[config.mk]
export PLATFORM = sky130hd
export DESIGN_NAME = vsc_vout_config
export DESIGN_NICKNAME = d
export VERILOG_FILES = /design/src/core/vsc_pkg.sv /design/src/core/vsc_chk_if.sv /design/src/core/vsc_limit_check.sv /design/src/core/vsc_vout_config.sv
export SDC_FILE = /design/constraint.sdc
export NUM_CORES = 1
export LEC_CHECK = 0
export BUFFER_PORTS_ARGS = -buffer_cell sky130_fd_sc_hd__buf_2
export CORE_UTILIZATION = 50
export DETAILED_ROUTE_END_ITERATION = 8
export PLACE_DENSITY = 0.74
export SLEW_MARGIN = 25
export SYNTH_ARGS = -nofsm -noshare
export SYNTH_HDL_FRONTEND = slang
export SYNTH_SLANG_ARGS = --single-unit
[constraint.sdc]
create_clock -name clock_i -period 239.6 [get_ports clock_i]
set_clock_uncertainty 0.1 [all_clocks]
set_input_delay 23.96 -clock clock_i [delete_from_list [all_inputs] [get_ports clock_i]]
set_output_delay 23.96 -clock clock_i [all_outputs]
set_load 0.02 [all_outputs]
[src/core/vsc_pkg.sv]
`default_nettype none

package vsc_pkg;

	// ----------------------------------------------------------------
	// Command codes
	// ----------------------------------------------------------------
	localparam logic [7:0] CMD_CLEAR_FAULTS    = 8'h03;
	localparam logic [7:0] CMD_OV_FAULT_ACTION = 8'h41;
	localparam logic [7:0] CMD_OV_WARN_THRESH  = 8'h42;
	localparam logic [7:0] CMD_UV_WARN_THRESH  = 8'h43;
	localparam logic [7:0] CMD_STATUS_WORD     = 8'h79;
	localparam logic [7:0] CMD_STATUS_VOUT     = 8'h7A;
	localparam logic [7:0] CMD_COMMS_STATUS    = 8'h7E;

	// ----------------------------------------------------------------
	// Reset values and field layout
	// ----------------------------------------------------------------
	localparam logic [7:0]  OV_ACTION_RESET   = 8'hBF;
	localparam logic [15:0] OV_WARN_RESET     = 16'h0267;
	localparam logic [15:0] UV_WARN_RESET     = 16'h0143;
	localparam logic [15:0] THRESH_WR_MASK    = 16'h0FFF;
	localparam logic [15:0] FAULT_ROUND_MASK  = 16'hFFF0;
	localparam logic [2:0]  RESTART_DELAY_RO  = 3'h7;
	localparam logic [2:0]  RETRY_NONE        = 3'h0;
	localparam logic [2:0]  RETRY_FOREVER     = 3'h7;
	localparam int          ACT_SHUTDOWN_BIT  = 7;
	localparam int          ACT_ZERO_BIT      = 6;
	localparam int          ACT_RETRY_HI      = 5;
	localparam int          ACT_RETRY_LO      = 3;
	localparam logic [2:0]  RESTART_RISES_M1  = 3'h6;

	// ----------------------------------------------------------------
	// Status bit positions
	// ----------------------------------------------------------------
	localparam int SW_VOUT_BIT   = 15;
	localparam int SB_OV_BIT     = 5;
	localparam int SB_CML_BIT    = 1;
	localparam int SB_OTHER_BIT  = 0;
	localparam int SV_OVF_BIT    = 7;
	localparam int SV_OVW_BIT    = 6;
	localparam int SV_UVW_BIT    = 5;
	localparam int SV_UVF_BIT    = 4;
	localparam int CML_CMD_BIT   = 7;
	localparam int CML_IVD_BIT   = 6;

	// ----------------------------------------------------------------
	// Range limits on threshold times loop scale
	// ----------------------------------------------------------------
	localparam int OV_WARN_MIN_PRODUCT = 269;
	localparam int UV_WARN_MIN_PRODUCT = 178;
	localparam int UV_WARN_MAX_PRODUCT = 732;
	localparam int UV_DISABLED_NUM     = 179;

	// ----------------------------------------------------------------
	// Fault action sequencer and block state
	// ----------------------------------------------------------------
	typedef enum logic [1:0] {
		FA_RUN,
		FA_HELD,
		FA_WAIT
	} vsc_fsm_type;

	typedef struct packed {
		logic [7:0]  ov_action;
		logic [15:0] ov_warn;
		logic [15:0] uv_warn;
		logic [15:0] status_word;
		logic [7:0]  status_vout;
		logic [7:0]  comms_status;
		logic        alert;
		logic        uv_armed;
		vsc_fsm_type fsm;
		logic [15:0] wait_cnt;
		logic [2:0]  rise_idx;
		logic        shutdown;
		logic        restart;
		logic        rsp_valid;
		logic [15:0] rsp_data;
		logic [1:0]  nvm_image;
	} vsc_state_type;

endpackage

`default_nettype wire

[src/core/vsc_chk_if.sv]
`timescale 1ns/1ns
`default_nettype none

interface vsc_chk_if #(
	parameter int SCALE_W = 8
);
	logic [7:0]         code;
	logic [15:0]        data;
	logic [15:0]        ovf;
	logic [15:0]        uvf;
	logic [15:0]        setpoint;
	logic [SCALE_W-1:0] scale;
	logic               accept;
	logic [15:0]        ov_default;
	logic [15:0]        uv_default;

	modport asker (output code, data, ovf, uvf, setpoint, scale, input accept, ov_default, uv_default);
	modport judge (input code, data, ovf, uvf, setpoint, scale, output accept, ov_default, uv_default);
endinterface

`default_nettype wire

[src/core/vsc_limit_check.sv]
`timescale 1ns/1ns
`default_nettype none

module vsc_limit_check #(
	parameter int SCALE_W = 8
) (
	// Check request and verdict
	vsc_chk_if.judge chk
);
	localparam int PW = 16 + SCALE_W;

	logic [15:0]   mant;
	logic [PW-1:0] prod;
	logic [2:0]    retry;
	logic [15:0]   ov_cand;
	logic [15:0]   uv_cand;
	logic [15:0]   uv_min;

	// ----------------------------------------------------------------
	// Range check of a write
	// ----------------------------------------------------------------
	always_comb begin
		mant  = chk.data & vsc_pkg::THRESH_WR_MASK;
		prod  = PW'(mant) * PW'(chk.scale);
		retry = chk.data[vsc_pkg::ACT_RETRY_HI:vsc_pkg::ACT_RETRY_LO];
		unique case (chk.code)
			vsc_pkg::CMD_OV_FAULT_ACTION: begin
				chk.accept = (retry == vsc_pkg::RETRY_NONE) || (retry == vsc_pkg::RETRY_FOREVER);
			end
			vsc_pkg::CMD_OV_WARN_THRESH: begin
				chk.accept = (mant > chk.setpoint) && (mant < chk.ovf)
					&& (prod > PW'(vsc_pkg::OV_WARN_MIN_PRODUCT));
			end
			vsc_pkg::CMD_UV_WARN_THRESH: begin
				chk.accept = (mant > chk.uvf) && (mant < chk.setpoint)
					&& (prod > PW'(vsc_pkg::UV_WARN_MIN_PRODUCT))
					&& (prod < PW'(vsc_pkg::UV_WARN_MAX_PRODUCT));
			end
			default: begin
				chk.accept = 1'b0;
			end
		endcase
	end

	// ----------------------------------------------------------------
	// Default warning thresholds derived from the fault thresholds
	// ----------------------------------------------------------------
	always_comb begin
		ov_cand = chk.ovf - (chk.ovf >> 4);
		uv_cand = chk.uvf + (chk.uvf >> 4);
		uv_min  = (chk.scale == '0) ? 16'h0000 : 16'(vsc_pkg::UV_DISABLED_NUM / int'(chk.scale));
		if (ov_cand > chk.setpoint) begin
			chk.ov_default = ov_cand & vsc_pkg::THRESH_WR_MASK;
		end else begin
			chk.ov_default = (chk.ovf - 16'h0001) & vsc_pkg::THRESH_WR_MASK;
		end
		if (chk.uvf == 16'h0000) begin
			chk.uv_default = uv_min & vsc_pkg::THRESH_WR_MASK;
		end else if (uv_cand < chk.setpoint) begin
			chk.uv_default = uv_cand & vsc_pkg::THRESH_WR_MASK;
		end else begin
			chk.uv_default = ((chk.uvf & vsc_pkg::FAULT_ROUND_MASK) + 16'h0001) & vsc_pkg::THRESH_WR_MASK;
		end
	end
endmodule

`default_nettype wire

[src/core/vsc_vout_config.sv]
//
// Function
// - Overvoltage fault sets summary, word and output status bits and raises alert.
// - Fault action register picks the reaction and can be saved to nonvolatile store.
// - Action bits 2:0 read as seven, bit 6 reads as zero.
// - Action register resets to shutdown with continuous restart, value BF.
// - Shutdown bit clear: keep running but flag status and alert.
// - Retry 000: stay off after shutdown until faults are cleared or the output is commanded off.
// - Retry 111: restart after delay, repeating until commanded off.
// - Retry values other than 000 or 111 are refused with comms error and alert.
// - Only retry bit 5 is saved; the other two are restored from it.
// - Out-of-range overvoltage warning write refused, value kept, comms error and alert.
// - Overvoltage warning must exceed setpoint, stay below fault, product above 269.
// - Overvoltage warning sets other, output and warning status bits plus alert.
// - Warning thresholds are 12-bit mantissas; top four bits read-only zero.
// - Overvoltage warning threshold resets to 615.
// - Default overvoltage warning is fault minus a sixteenth, else fault minus one.
// - Undervoltage warning ignored before first regulation and while disabled.
// - Out-of-range undervoltage warning write refused, value kept, comms error and alert.
// - Undervoltage warning between fault and setpoint, product strictly within 178 and 732.
// - Undervoltage warning sets other, output and warning status bits plus alert.
// - Default undervoltage warning is fault plus a sixteenth, else rounded fault plus one.
// - With undervoltage fault disabled, default warning is 179 over loop scale.
// - Undervoltage warning threshold resets to 323.
// - Zero undervoltage fault threshold disables its checking, not the warning.
`timescale 1ns/1ns
`default_nettype none

module vsc_vout_config #(
	parameter int SCALE_W = 8
) (
	// Clock and reset
	input  wire logic               clock_i,
	input  wire logic               sys_rst_i,
	// Command port
	input  wire logic               cmd_valid_i,
	input  wire logic               cmd_write_i,
	input  wire logic [7:0]         cmd_code_i,
	input  wire logic [15:0]        cmd_data_i,
	output var  logic               rsp_valid_o,
	output var  logic [15:0]        rsp_data_o,
	// Converter context
	input  wire logic [15:0]        ov_fault_threshold_i,
	input  wire logic [15:0]        uv_fault_threshold_i,
	input  wire logic [15:0]        vout_setpoint_i,
	input  wire logic [SCALE_W-1:0] scale_loop_i,
	input  wire logic [15:0]        rise_cycles_i,
	// Supervision inputs
	input  wire logic [15:0]        vout_meas_i,
	input  wire logic               meas_valid_i,
	input  wire logic               output_enabled_i,
	input  wire logic               ov_fault_i,
	input  wire logic               uv_fault_i,
	// Nonvolatile store and defaults
	input  wire logic               store_all_i,
	input  wire logic               restore_i,
	input  wire logic [1:0]         nvm_image_i,
	input  wire logic               load_defaults_i,
	output var  logic [1:0]         nvm_image_o,
	// Status and power control
	output var  logic [15:0]        status_word_o,
	output var  logic [7:0]         status_vout_o,
	output var  logic [7:0]         comms_status_o,
	output var  logic               alert_o,
	output var  logic               shutdown_o,
	output var  logic               restart_o
);

	// ----------------------------------------------------------------
	// Parameter check
	// ----------------------------------------------------------------
	if (SCALE_W < 1 || SCALE_W > 8) begin : g_bad_scale
		$error("SCALE_W must lie between 1 and 8");
	end

	vsc_pkg::vsc_state_type st_q;
	vsc_pkg::vsc_state_type st_d;
	vsc_chk_if #(.SCALE_W(SCALE_W)) chk ();

	logic        wr_act;
	logic        wr_ovw;
	logic        wr_uvw;
	logic        wr_clr;
	logic        ov_warn_hit;
	logic        uv_warn_hit;
	logic        uvf_hit;
	logic        rise_end;
	logic [15:0] rise_last;
	logic [2:0]  retry_q;

	// ----------------------------------------------------------------
	// Range checker and default derivation
	// ----------------------------------------------------------------
	assign chk.code     = cmd_code_i;
	assign chk.data     = cmd_data_i;
	assign chk.ovf      = ov_fault_threshold_i;
	assign chk.uvf      = uv_fault_threshold_i;
	assign chk.setpoint = vout_setpoint_i;
	assign chk.scale    = scale_loop_i;

	vsc_limit_check #(
		.SCALE_W (SCALE_W)
	) u_check (
		.chk (chk)
	);

	// ----------------------------------------------------------------
	// Decode and detection terms
	// ----------------------------------------------------------------
	assign wr_act      = cmd_valid_i && cmd_write_i && (cmd_code_i == vsc_pkg::CMD_OV_FAULT_ACTION);
	assign wr_ovw      = cmd_valid_i && cmd_write_i && (cmd_code_i == vsc_pkg::CMD_OV_WARN_THRESH);
	assign wr_uvw      = cmd_valid_i && cmd_write_i && (cmd_code_i == vsc_pkg::CMD_UV_WARN_THRESH);
	assign wr_clr      = cmd_valid_i && cmd_write_i && (cmd_code_i == vsc_pkg::CMD_CLEAR_FAULTS);
	assign ov_warn_hit = meas_valid_i && (vout_meas_i > st_q.ov_warn);
	assign uv_warn_hit = meas_valid_i && st_q.uv_armed && output_enabled_i
		&& (vout_meas_i < st_q.uv_warn);
	assign uvf_hit     = uv_fault_i && (uv_fault_threshold_i != 16'h0000);
	assign rise_last   = (rise_cycles_i == 16'h0000) ? 16'h0000 : rise_cycles_i - 16'h0001;
	assign rise_end    = (st_q.wait_cnt >= rise_last);
	assign retry_q     = st_q.ov_action[vsc_pkg::ACT_RETRY_HI:vsc_pkg::ACT_RETRY_LO];

	// ----------------------------------------------------------------
	// Next state
	// ----------------------------------------------------------------
	always_comb begin
		st_d           = st_q;
		st_d.rsp_valid = 1'b0;
		st_d.restart   = 1'b0;

		// Host clear first, so any event in the same cycle wins
		if (wr_clr) begin
			st_d.status_word  = 16'h0000;
			st_d.status_vout  = 8'h00;
			st_d.comms_status = 8'h00;
		end

		// Register writes
		if (wr_act || wr_ovw || wr_uvw) begin
			if (chk.accept) begin
				if (wr_act) begin
					st_d.ov_action = {cmd_data_i[vsc_pkg::ACT_SHUTDOWN_BIT], 1'b0,
						cmd_data_i[vsc_pkg::ACT_RETRY_HI:vsc_pkg::ACT_RETRY_LO], vsc_pkg::RESTART_DELAY_RO};
				end else if (wr_ovw) begin
					st_d.ov_warn = cmd_data_i & vsc_pkg::THRESH_WR_MASK;
				end else begin
					st_d.uv_warn = cmd_data_i & vsc_pkg::THRESH_WR_MASK;
				end
			end else begin
				st_d.comms_status[vsc_pkg::CML_IVD_BIT] = 1'b1;
				st_d.status_word[vsc_pkg::SB_CML_BIT]   = 1'b1;
			end
		end else if (cmd_valid_i && cmd_write_i && !wr_clr) begin
			st_d.comms_status[vsc_pkg::CML_CMD_BIT] = 1'b1;
			st_d.status_word[vsc_pkg::SB_CML_BIT]   = 1'b1;
		end

		// Register reads
		if (cmd_valid_i && !cmd_write_i) begin
			st_d.rsp_valid = 1'b1;
			unique case (cmd_code_i)
				vsc_pkg::CMD_OV_FAULT_ACTION: st_d.rsp_data = {8'h00, st_q.ov_action};
				vsc_pkg::CMD_OV_WARN_THRESH:  st_d.rsp_data = st_q.ov_warn;
				vsc_pkg::CMD_UV_WARN_THRESH:  st_d.rsp_data = st_q.uv_warn;
				vsc_pkg::CMD_STATUS_WORD:     st_d.rsp_data = st_q.status_word;
				vsc_pkg::CMD_STATUS_VOUT:     st_d.rsp_data = {8'h00, st_q.status_vout};
				vsc_pkg::CMD_COMMS_STATUS:    st_d.rsp_data = {8'h00, st_q.comms_status};
				default: begin
					st_d.rsp_data                           = 16'h0000;
					st_d.comms_status[vsc_pkg::CML_CMD_BIT] = 1'b1;
					st_d.status_word[vsc_pkg::SB_CML_BIT]   = 1'b1;
				end
			endcase
		end

		// Nonvolatile save and restore of the action register
		if (store_all_i) begin
			st_d.nvm_image = {st_q.ov_action[vsc_pkg::ACT_SHUTDOWN_BIT], st_q.ov_action[vsc_pkg::ACT_RETRY_HI]};
		end
		if (restore_i) begin
			st_d.ov_action = {nvm_image_i[1], 1'b0, {3{nvm_image_i[0]}}, vsc_pkg::RESTART_DELAY_RO};
		end
		if (load_defaults_i) begin
			st_d.ov_warn = chk.ov_default;
			st_d.uv_warn = chk.uv_default;
		end

		// Undervoltage arming: first regulation, dropped when disabled
		if (!output_enabled_i) begin
			st_d.uv_armed = 1'b0;
		end else if (meas_valid_i && vout_meas_i >= vout_setpoint_i) begin
			st_d.uv_armed = 1'b1;
		end

		// Warning and fault status, sticky until cleared
		if (ov_fault_i) begin
			st_d.status_word[vsc_pkg::SB_OV_BIT]   = 1'b1;
			st_d.status_word[vsc_pkg::SW_VOUT_BIT] = 1'b1;
			st_d.status_vout[vsc_pkg::SV_OVF_BIT]  = 1'b1;
		end
		if (ov_warn_hit) begin
			st_d.status_word[vsc_pkg::SB_OTHER_BIT] = 1'b1;
			st_d.status_word[vsc_pkg::SW_VOUT_BIT]  = 1'b1;
			st_d.status_vout[vsc_pkg::SV_OVW_BIT]   = 1'b1;
		end
		if (uv_warn_hit) begin
			st_d.status_word[vsc_pkg::SB_OTHER_BIT] = 1'b1;
			st_d.status_word[vsc_pkg::SW_VOUT_BIT]  = 1'b1;
			st_d.status_vout[vsc_pkg::SV_UVW_BIT]   = 1'b1;
		end
		if (uvf_hit) begin
			st_d.status_word[vsc_pkg::SB_OTHER_BIT] = 1'b1;
			st_d.status_word[vsc_pkg::SW_VOUT_BIT]  = 1'b1;
			st_d.status_vout[vsc_pkg::SV_UVF_BIT]   = 1'b1;
		end
		st_d.alert = (st_d.status_word != 16'h0000) || (st_d.status_vout != 8'h00)
			|| (st_d.comms_status != 8'h00);

		// Fault action sequencer
		unique case (st_q.fsm)
			vsc_pkg::FA_RUN: begin
				st_d.shutdown = 1'b0;
				if (ov_fault_i && st_q.ov_action[vsc_pkg::ACT_SHUTDOWN_BIT]) begin
					st_d.shutdown = 1'b1;
					st_d.wait_cnt = 16'h0000;
					st_d.rise_idx = 3'h0;
					st_d.fsm      = (retry_q == vsc_pkg::RETRY_NONE) ? vsc_pkg::FA_HELD : vsc_pkg::FA_WAIT;
				end
			end
			vsc_pkg::FA_HELD: begin
				if (wr_clr || !output_enabled_i) begin
					st_d.shutdown = 1'b0;
					st_d.restart  = output_enabled_i;
					st_d.fsm      = vsc_pkg::FA_RUN;
				end
			end
			vsc_pkg::FA_WAIT: begin
				if (!output_enabled_i) begin
					st_d.shutdown = 1'b0;
					st_d.fsm      = vsc_pkg::FA_RUN;
				end else if (rise_end) begin
					st_d.wait_cnt = 16'h0000;
					st_d.rise_idx = st_q.rise_idx + 3'h1;
					if (st_q.rise_idx == vsc_pkg::RESTART_RISES_M1) begin
						st_d.shutdown = 1'b0;
						st_d.restart  = 1'b1;
						st_d.fsm      = vsc_pkg::FA_RUN;
					end
				end else begin
					st_d.wait_cnt = st_q.wait_cnt + 16'h0001;
				end
			end
			default: begin
				st_d.shutdown = 1'b0;
				st_d.fsm      = vsc_pkg::FA_RUN;
			end
		endcase
	end

	// ----------------------------------------------------------------
	// State register
	// ----------------------------------------------------------------
	always_ff @(posedge clock_i) begin
		if (sys_rst_i) begin
			st_q              <= '0;
			st_q.ov_action    <= vsc_pkg::OV_ACTION_RESET;
			st_q.ov_warn      <= vsc_pkg::OV_WARN_RESET;
			st_q.uv_warn      <= vsc_pkg::UV_WARN_RESET;
			st_q.fsm          <= vsc_pkg::FA_RUN;
		end else begin
			st_q <= st_d;
		end
	end

	// ----------------------------------------------------------------
	// Outputs
	// ----------------------------------------------------------------
	assign rsp_valid_o    = st_q.rsp_valid;
	assign rsp_data_o     = st_q.rsp_data;
	assign nvm_image_o    = st_q.nvm_image;
	assign status_word_o  = st_q.status_word;
	assign status_vout_o  = st_q.status_vout;
	assign comms_status_o = st_q.comms_status;
	assign alert_o        = st_q.alert;
	assign shutdown_o     = st_q.shutdown;
	assign restart_o      = st_q.restart;

	// ----------------------------------------------------------------
	// Checks
	// ----------------------------------------------------------------
	AST_OVF_STATUS: assert property (@(posedge clock_i) disable iff (sys_rst_i)
		ov_fault_i |=> status_vout_o[vsc_pkg::SV_OVF_BIT] && status_word_o[vsc_pkg::SB_OV_BIT]
			&& status_word_o[vsc_pkg::SW_VOUT_BIT] && alert_o)
		else $error("overvoltage fault status not set");

	AST_ACTION_FIXED: assert property (@(posedge clock_i) disable iff (sys_rst_i)
		(st_q.ov_action[2:0] == 3'h7) && !st_q.ov_action[6])
		else $error("fixed action bits wrong");

	AST_RESET_VALUES: assert property (@(posedge clock_i)
		$past(sys_rst_i) && !sys_rst_i |-> (st_q.ov_action == 8'hBF) && (st_q.ov_warn == 16'h0267)
			&& (st_q.uv_warn == 16'h0143) && !shutdown_o)
		else $error("reset values wrong");

	AST_IGNORE_MODE: assert property (@(posedge clock_i) disable iff (sys_rst_i)
		ov_fault_i && !st_q.ov_action[7] && (st_q.fsm == vsc_pkg::FA_RUN) && !restore_i
			|=> !shutdown_o && alert_o)
		else $error("ignore mode shut down");

	AST_LATCH_OFF: assert property (@(posedge clock_i) disable iff (sys_rst_i)
		(st_q.fsm == vsc_pkg::FA_HELD) && !wr_clr && output_enabled_i |=> shutdown_o && !restart_o)
		else $error("latched off left early");

	AST_RESTART: assert property (@(posedge clock_i) disable iff (sys_rst_i)
		(st_q.fsm == vsc_pkg::FA_WAIT) && output_enabled_i && rise_end && (st_q.rise_idx == 3'h6)
			|=> restart_o && !shutdown_o)
		else $error("restart missing after delay");

	AST_BAD_RETRY: assert property (@(posedge clock_i) disable iff (sys_rst_i)
		wr_act && (cmd_data_i[5:3] != 3'h0) && (cmd_data_i[5:3] != 3'h7) && !restore_i
			|=> comms_status_o[vsc_pkg::CML_IVD_BIT] && alert_o && $stable(st_q.ov_action))
		else $error("bad retry value not refused");

	AST_NVM_BIT5: assert property (@(posedge clock_i) disable iff (sys_rst_i)
		store_all_i |=> nvm_image_o == {$past(st_q.ov_action[7]), $past(st_q.ov_action[5])})
		else $error("nonvolatile image wrong");

	AST_OVW_REJECT: assert property (@(posedge clock_i) disable iff (sys_rst_i)
		wr_ovw && !chk.accept && !load_defaults_i |=> $stable(st_q.ov_warn)
			&& comms_status_o[vsc_pkg::CML_IVD_BIT] && status_word_o[vsc_pkg::SB_CML_BIT])
		else $error("bad overvoltage warning kept");

	AST_UV_MASK: assert property (@(posedge clock_i) disable iff (sys_rst_i)
		!st_q.uv_armed && !uvf_hit && !status_vout_o[vsc_pkg::SV_UVW_BIT] |=> !status_vout_o[vsc_pkg::SV_UVW_BIT])
		else $error("undervoltage warning while masked");

endmodule

`default_nettype wire

==> metrics.cfg <==
[status]
status = complete, no violations

[cts]
clk_pin_slew_ps = 70
cts.sinks = 104
postCtsSetupBuffers = 0
cts_resized = 0
cts_inserted_buffers = 9
h-tree-depth = 3
cts_tree = yes
clockBufferDepth = 2
cts_root_buffer = clkbuf_16
cts_hold_buf = 0
clkLatencyLatePin_ps = 350

[logic_synthesis]
synth_area_per_cell_um2 = 7.20
syn-num-nets = 5287
synth_area_leader_cell = ha_1
synth.distinct_cells = 131
synth-edff-count = 0
synth.top_cell.area_share = 0.144
synth-async-reset-ratio = 0
ys_ff_latch = 104
synth.top_cells.by_area = ha_1 14%, dfxtp_1 6.1%, xnor2_1 5.0%, nor2_1 5.0%, a21oi_1 4.9%
synth_cells = 4710
ys_seq_area_frac = 0.0614
yosysWarnings = 0
syn-cell-area_um2 = 33900
synth_ff_type = dfxtp_1

[min_path]
hp-class = reg2reg
holdPathStages = 2

[floorplanning]
initial_core_util = 0.505
ioPinCount = 179
core_area_um2 = 67200
die_w_um = 262
chipHeight_um = 262
die_area_um2 = 68900
rows = 95

[final_layout]
drive_above_1_share = 0.0891
syn_to_final_growth_pct = 4.47
nNetsFinal = 5296

[worst_setup_path]
worst_path_max_delay_cell = nor2_1
slowest_delay_ps = 910
setup.worst_path.start_class = input pin
critPathMaxFanout = 70
crit_top_cell = a21o_1
crit_type = in2reg
endpoint_kind = flop
critical_path_arrival_ps = 112460
critical_path_required_ps = 239720
r2r_cells = 26

[placed_design]
place_hpwl_um = 75100
place.gp.congestion = 0.951
io_buffers = 174

[detailed_routing]
routed-via-count = 35200
via_per_inst = 6.29
first_iter_violations = 2822
wl_um = 95200
ant_nets = 0
wl_per_cell_um = 17.0
drt-pass1-iter-count = 6
drc = 0

[timing]
max_freq_ghz = 0.00890
timing.slew.headroom = 0.195
rsz0062_at_grt = false
period_minus_slack_ps = 112340
finalHoldViolations = 0
tns_ps = 0
tightest_slew_ps = 1180
setup_viol = 0
drv_slew = 0
finalCritPeriodShare = 0.469

[global_routing]
antenna_found_initial = 0
grt_max_degree = 82
grt_pass1_wl_um = 159000
first_global_vias = 32700
gr-total-overflow = 0
grt_usage = 0.266

[flow_run]
maxCapViolCount = 0

## critical path: cells and delay by family
kind	cells	cell delay (ps)
multiplexers	6	1480
AO/OA/AOI/OAI	195	42350
adder cells (fa/ha/maj)	31	9750
AND/OR/NAND/NOR	133	32080
buffers and inverters	13	2580
## through the flow
step	instances	utilization	hold WS, ps	worst slack (ps)	instance area, um^2
after floorplan	4710	-	332	138710	33900
after global placement	5581	0.523	341	129310	35100
after detailed placement	5581	0.523	343	128380	35100
after CTS	5597	0.527	354	128430	35400
after global routing	5597	0.527	376	119980	35400
final	5598	0.528	353	127260	35400
## synthesized netlist by cell type, drive strengths merged, types with 53 or more instances
cell type / n
inv: 228
clkbuf: 108
a21o: 182
o211ai: 62
fa: 62
nor2b: 78
nand4: 63
nor2: 456
and2: 125
xnor2: 196
dfxtp: 104
nand2b: 125
mux2i: 67
ha: 390
mux2: 61
buf: 103
nor3: 156
xor2: 101
a21oi: 338
o21a: 87
nand3: 126
a31oi: 53
nor4: 62
a211oi: 76
nand2: 337
o21ai: 256
## layout make-up
| type | instances | area [um^2] |
|---|---|---|
| multi-input cells | 4166 | 29900 |
| diodes | 1 | 2.50 |
| fillers | 6545 | 31700 |
| inverters | 229 | 860 |
| well taps | 873 | 1090 |
| clock inverters | 7 | 95.1 |
| clock buffers | 9 | 225 |
| repair buffers | 209 | 1130 |
| flip-flops and latches | 104 | 2080 |
## state kept, by name, indices dropped and copies added, names as in the netlist
| signal | count |
|---|---|
| rsp_data_o | 16 |
| retry_q | 3 |
| alert_o | 1 |
| rsp_valid_o | 1 |
| comms_status_o | 8 |
| shutdown_o | 1 |
| status_word_o | 16 |
| nvm_image_o | 2 |
| st_q | 47 |
| restart_o | 1 |
| status_vout_o | 8 |
## cells by family (layout without fill, tap and decap cells)
| logic type | Yosys count | after routing | share of synthesized area |
|---|---|---|---|
| and+or+nand+nor | 1799 | 1799 | 0.277 |
| buffers and inverters | 440 | 454 | 0.0564 |
| AOI/OAI and AO/OA | 1490 | 1490 | 0.306 |
| adders and majority gates | 452 | 452 | 0.180 |
| DFF | 104 | 104 | 0.0614 |
| xor gates and xnor gates | 297 | 297 | 0.0774 |
| other | 0 | 1 | 0 |
| muxes | 128 | 128 | 0.0405 |
## final timing paths
path | slack (ps) | startpoint | endpoint
worst min register to register | 350 | rsp_data_o[15] | rsp_data_o[15]
worst min-delay path | 350 | rsp_data_o[15] | rsp_data_o[15]
worst max register to register | 235240 | st_q[24] | st_q[39]
worst max-delay path | 127260 | scale_loop_i[0] | st_q[76]
## metal layers
layer / vias up / global-route usage / share of wire
met5: - / 0 / 0
met1: 16500 / 0.356 / 0.46
met4: 0 / 0.0591 / 0.021
met2: 1043 / 0.465 / 0.47
met3: 135 / 0.0179 / 0.051
li1: 17500 / - / -
## layout by cell type, fill, tap and decap left out, drive strengths merged, types with 76 or more instances in the layout
cell    count
dfxtp     104
nor2b      78
nor3      156
a21oi     338
xnor2     196
and2      125
inv       232
xor2      101
buf       209
nand2b    125
nor2      456
o21ai     256
nand2     337
a21o      182
o21a       87
ha        390
a211oi     76
nand3     126
Power is left out: the tool's default activity adds up to more than one toggle a clock period on the data nets, which glitch-free logic cannot reach.
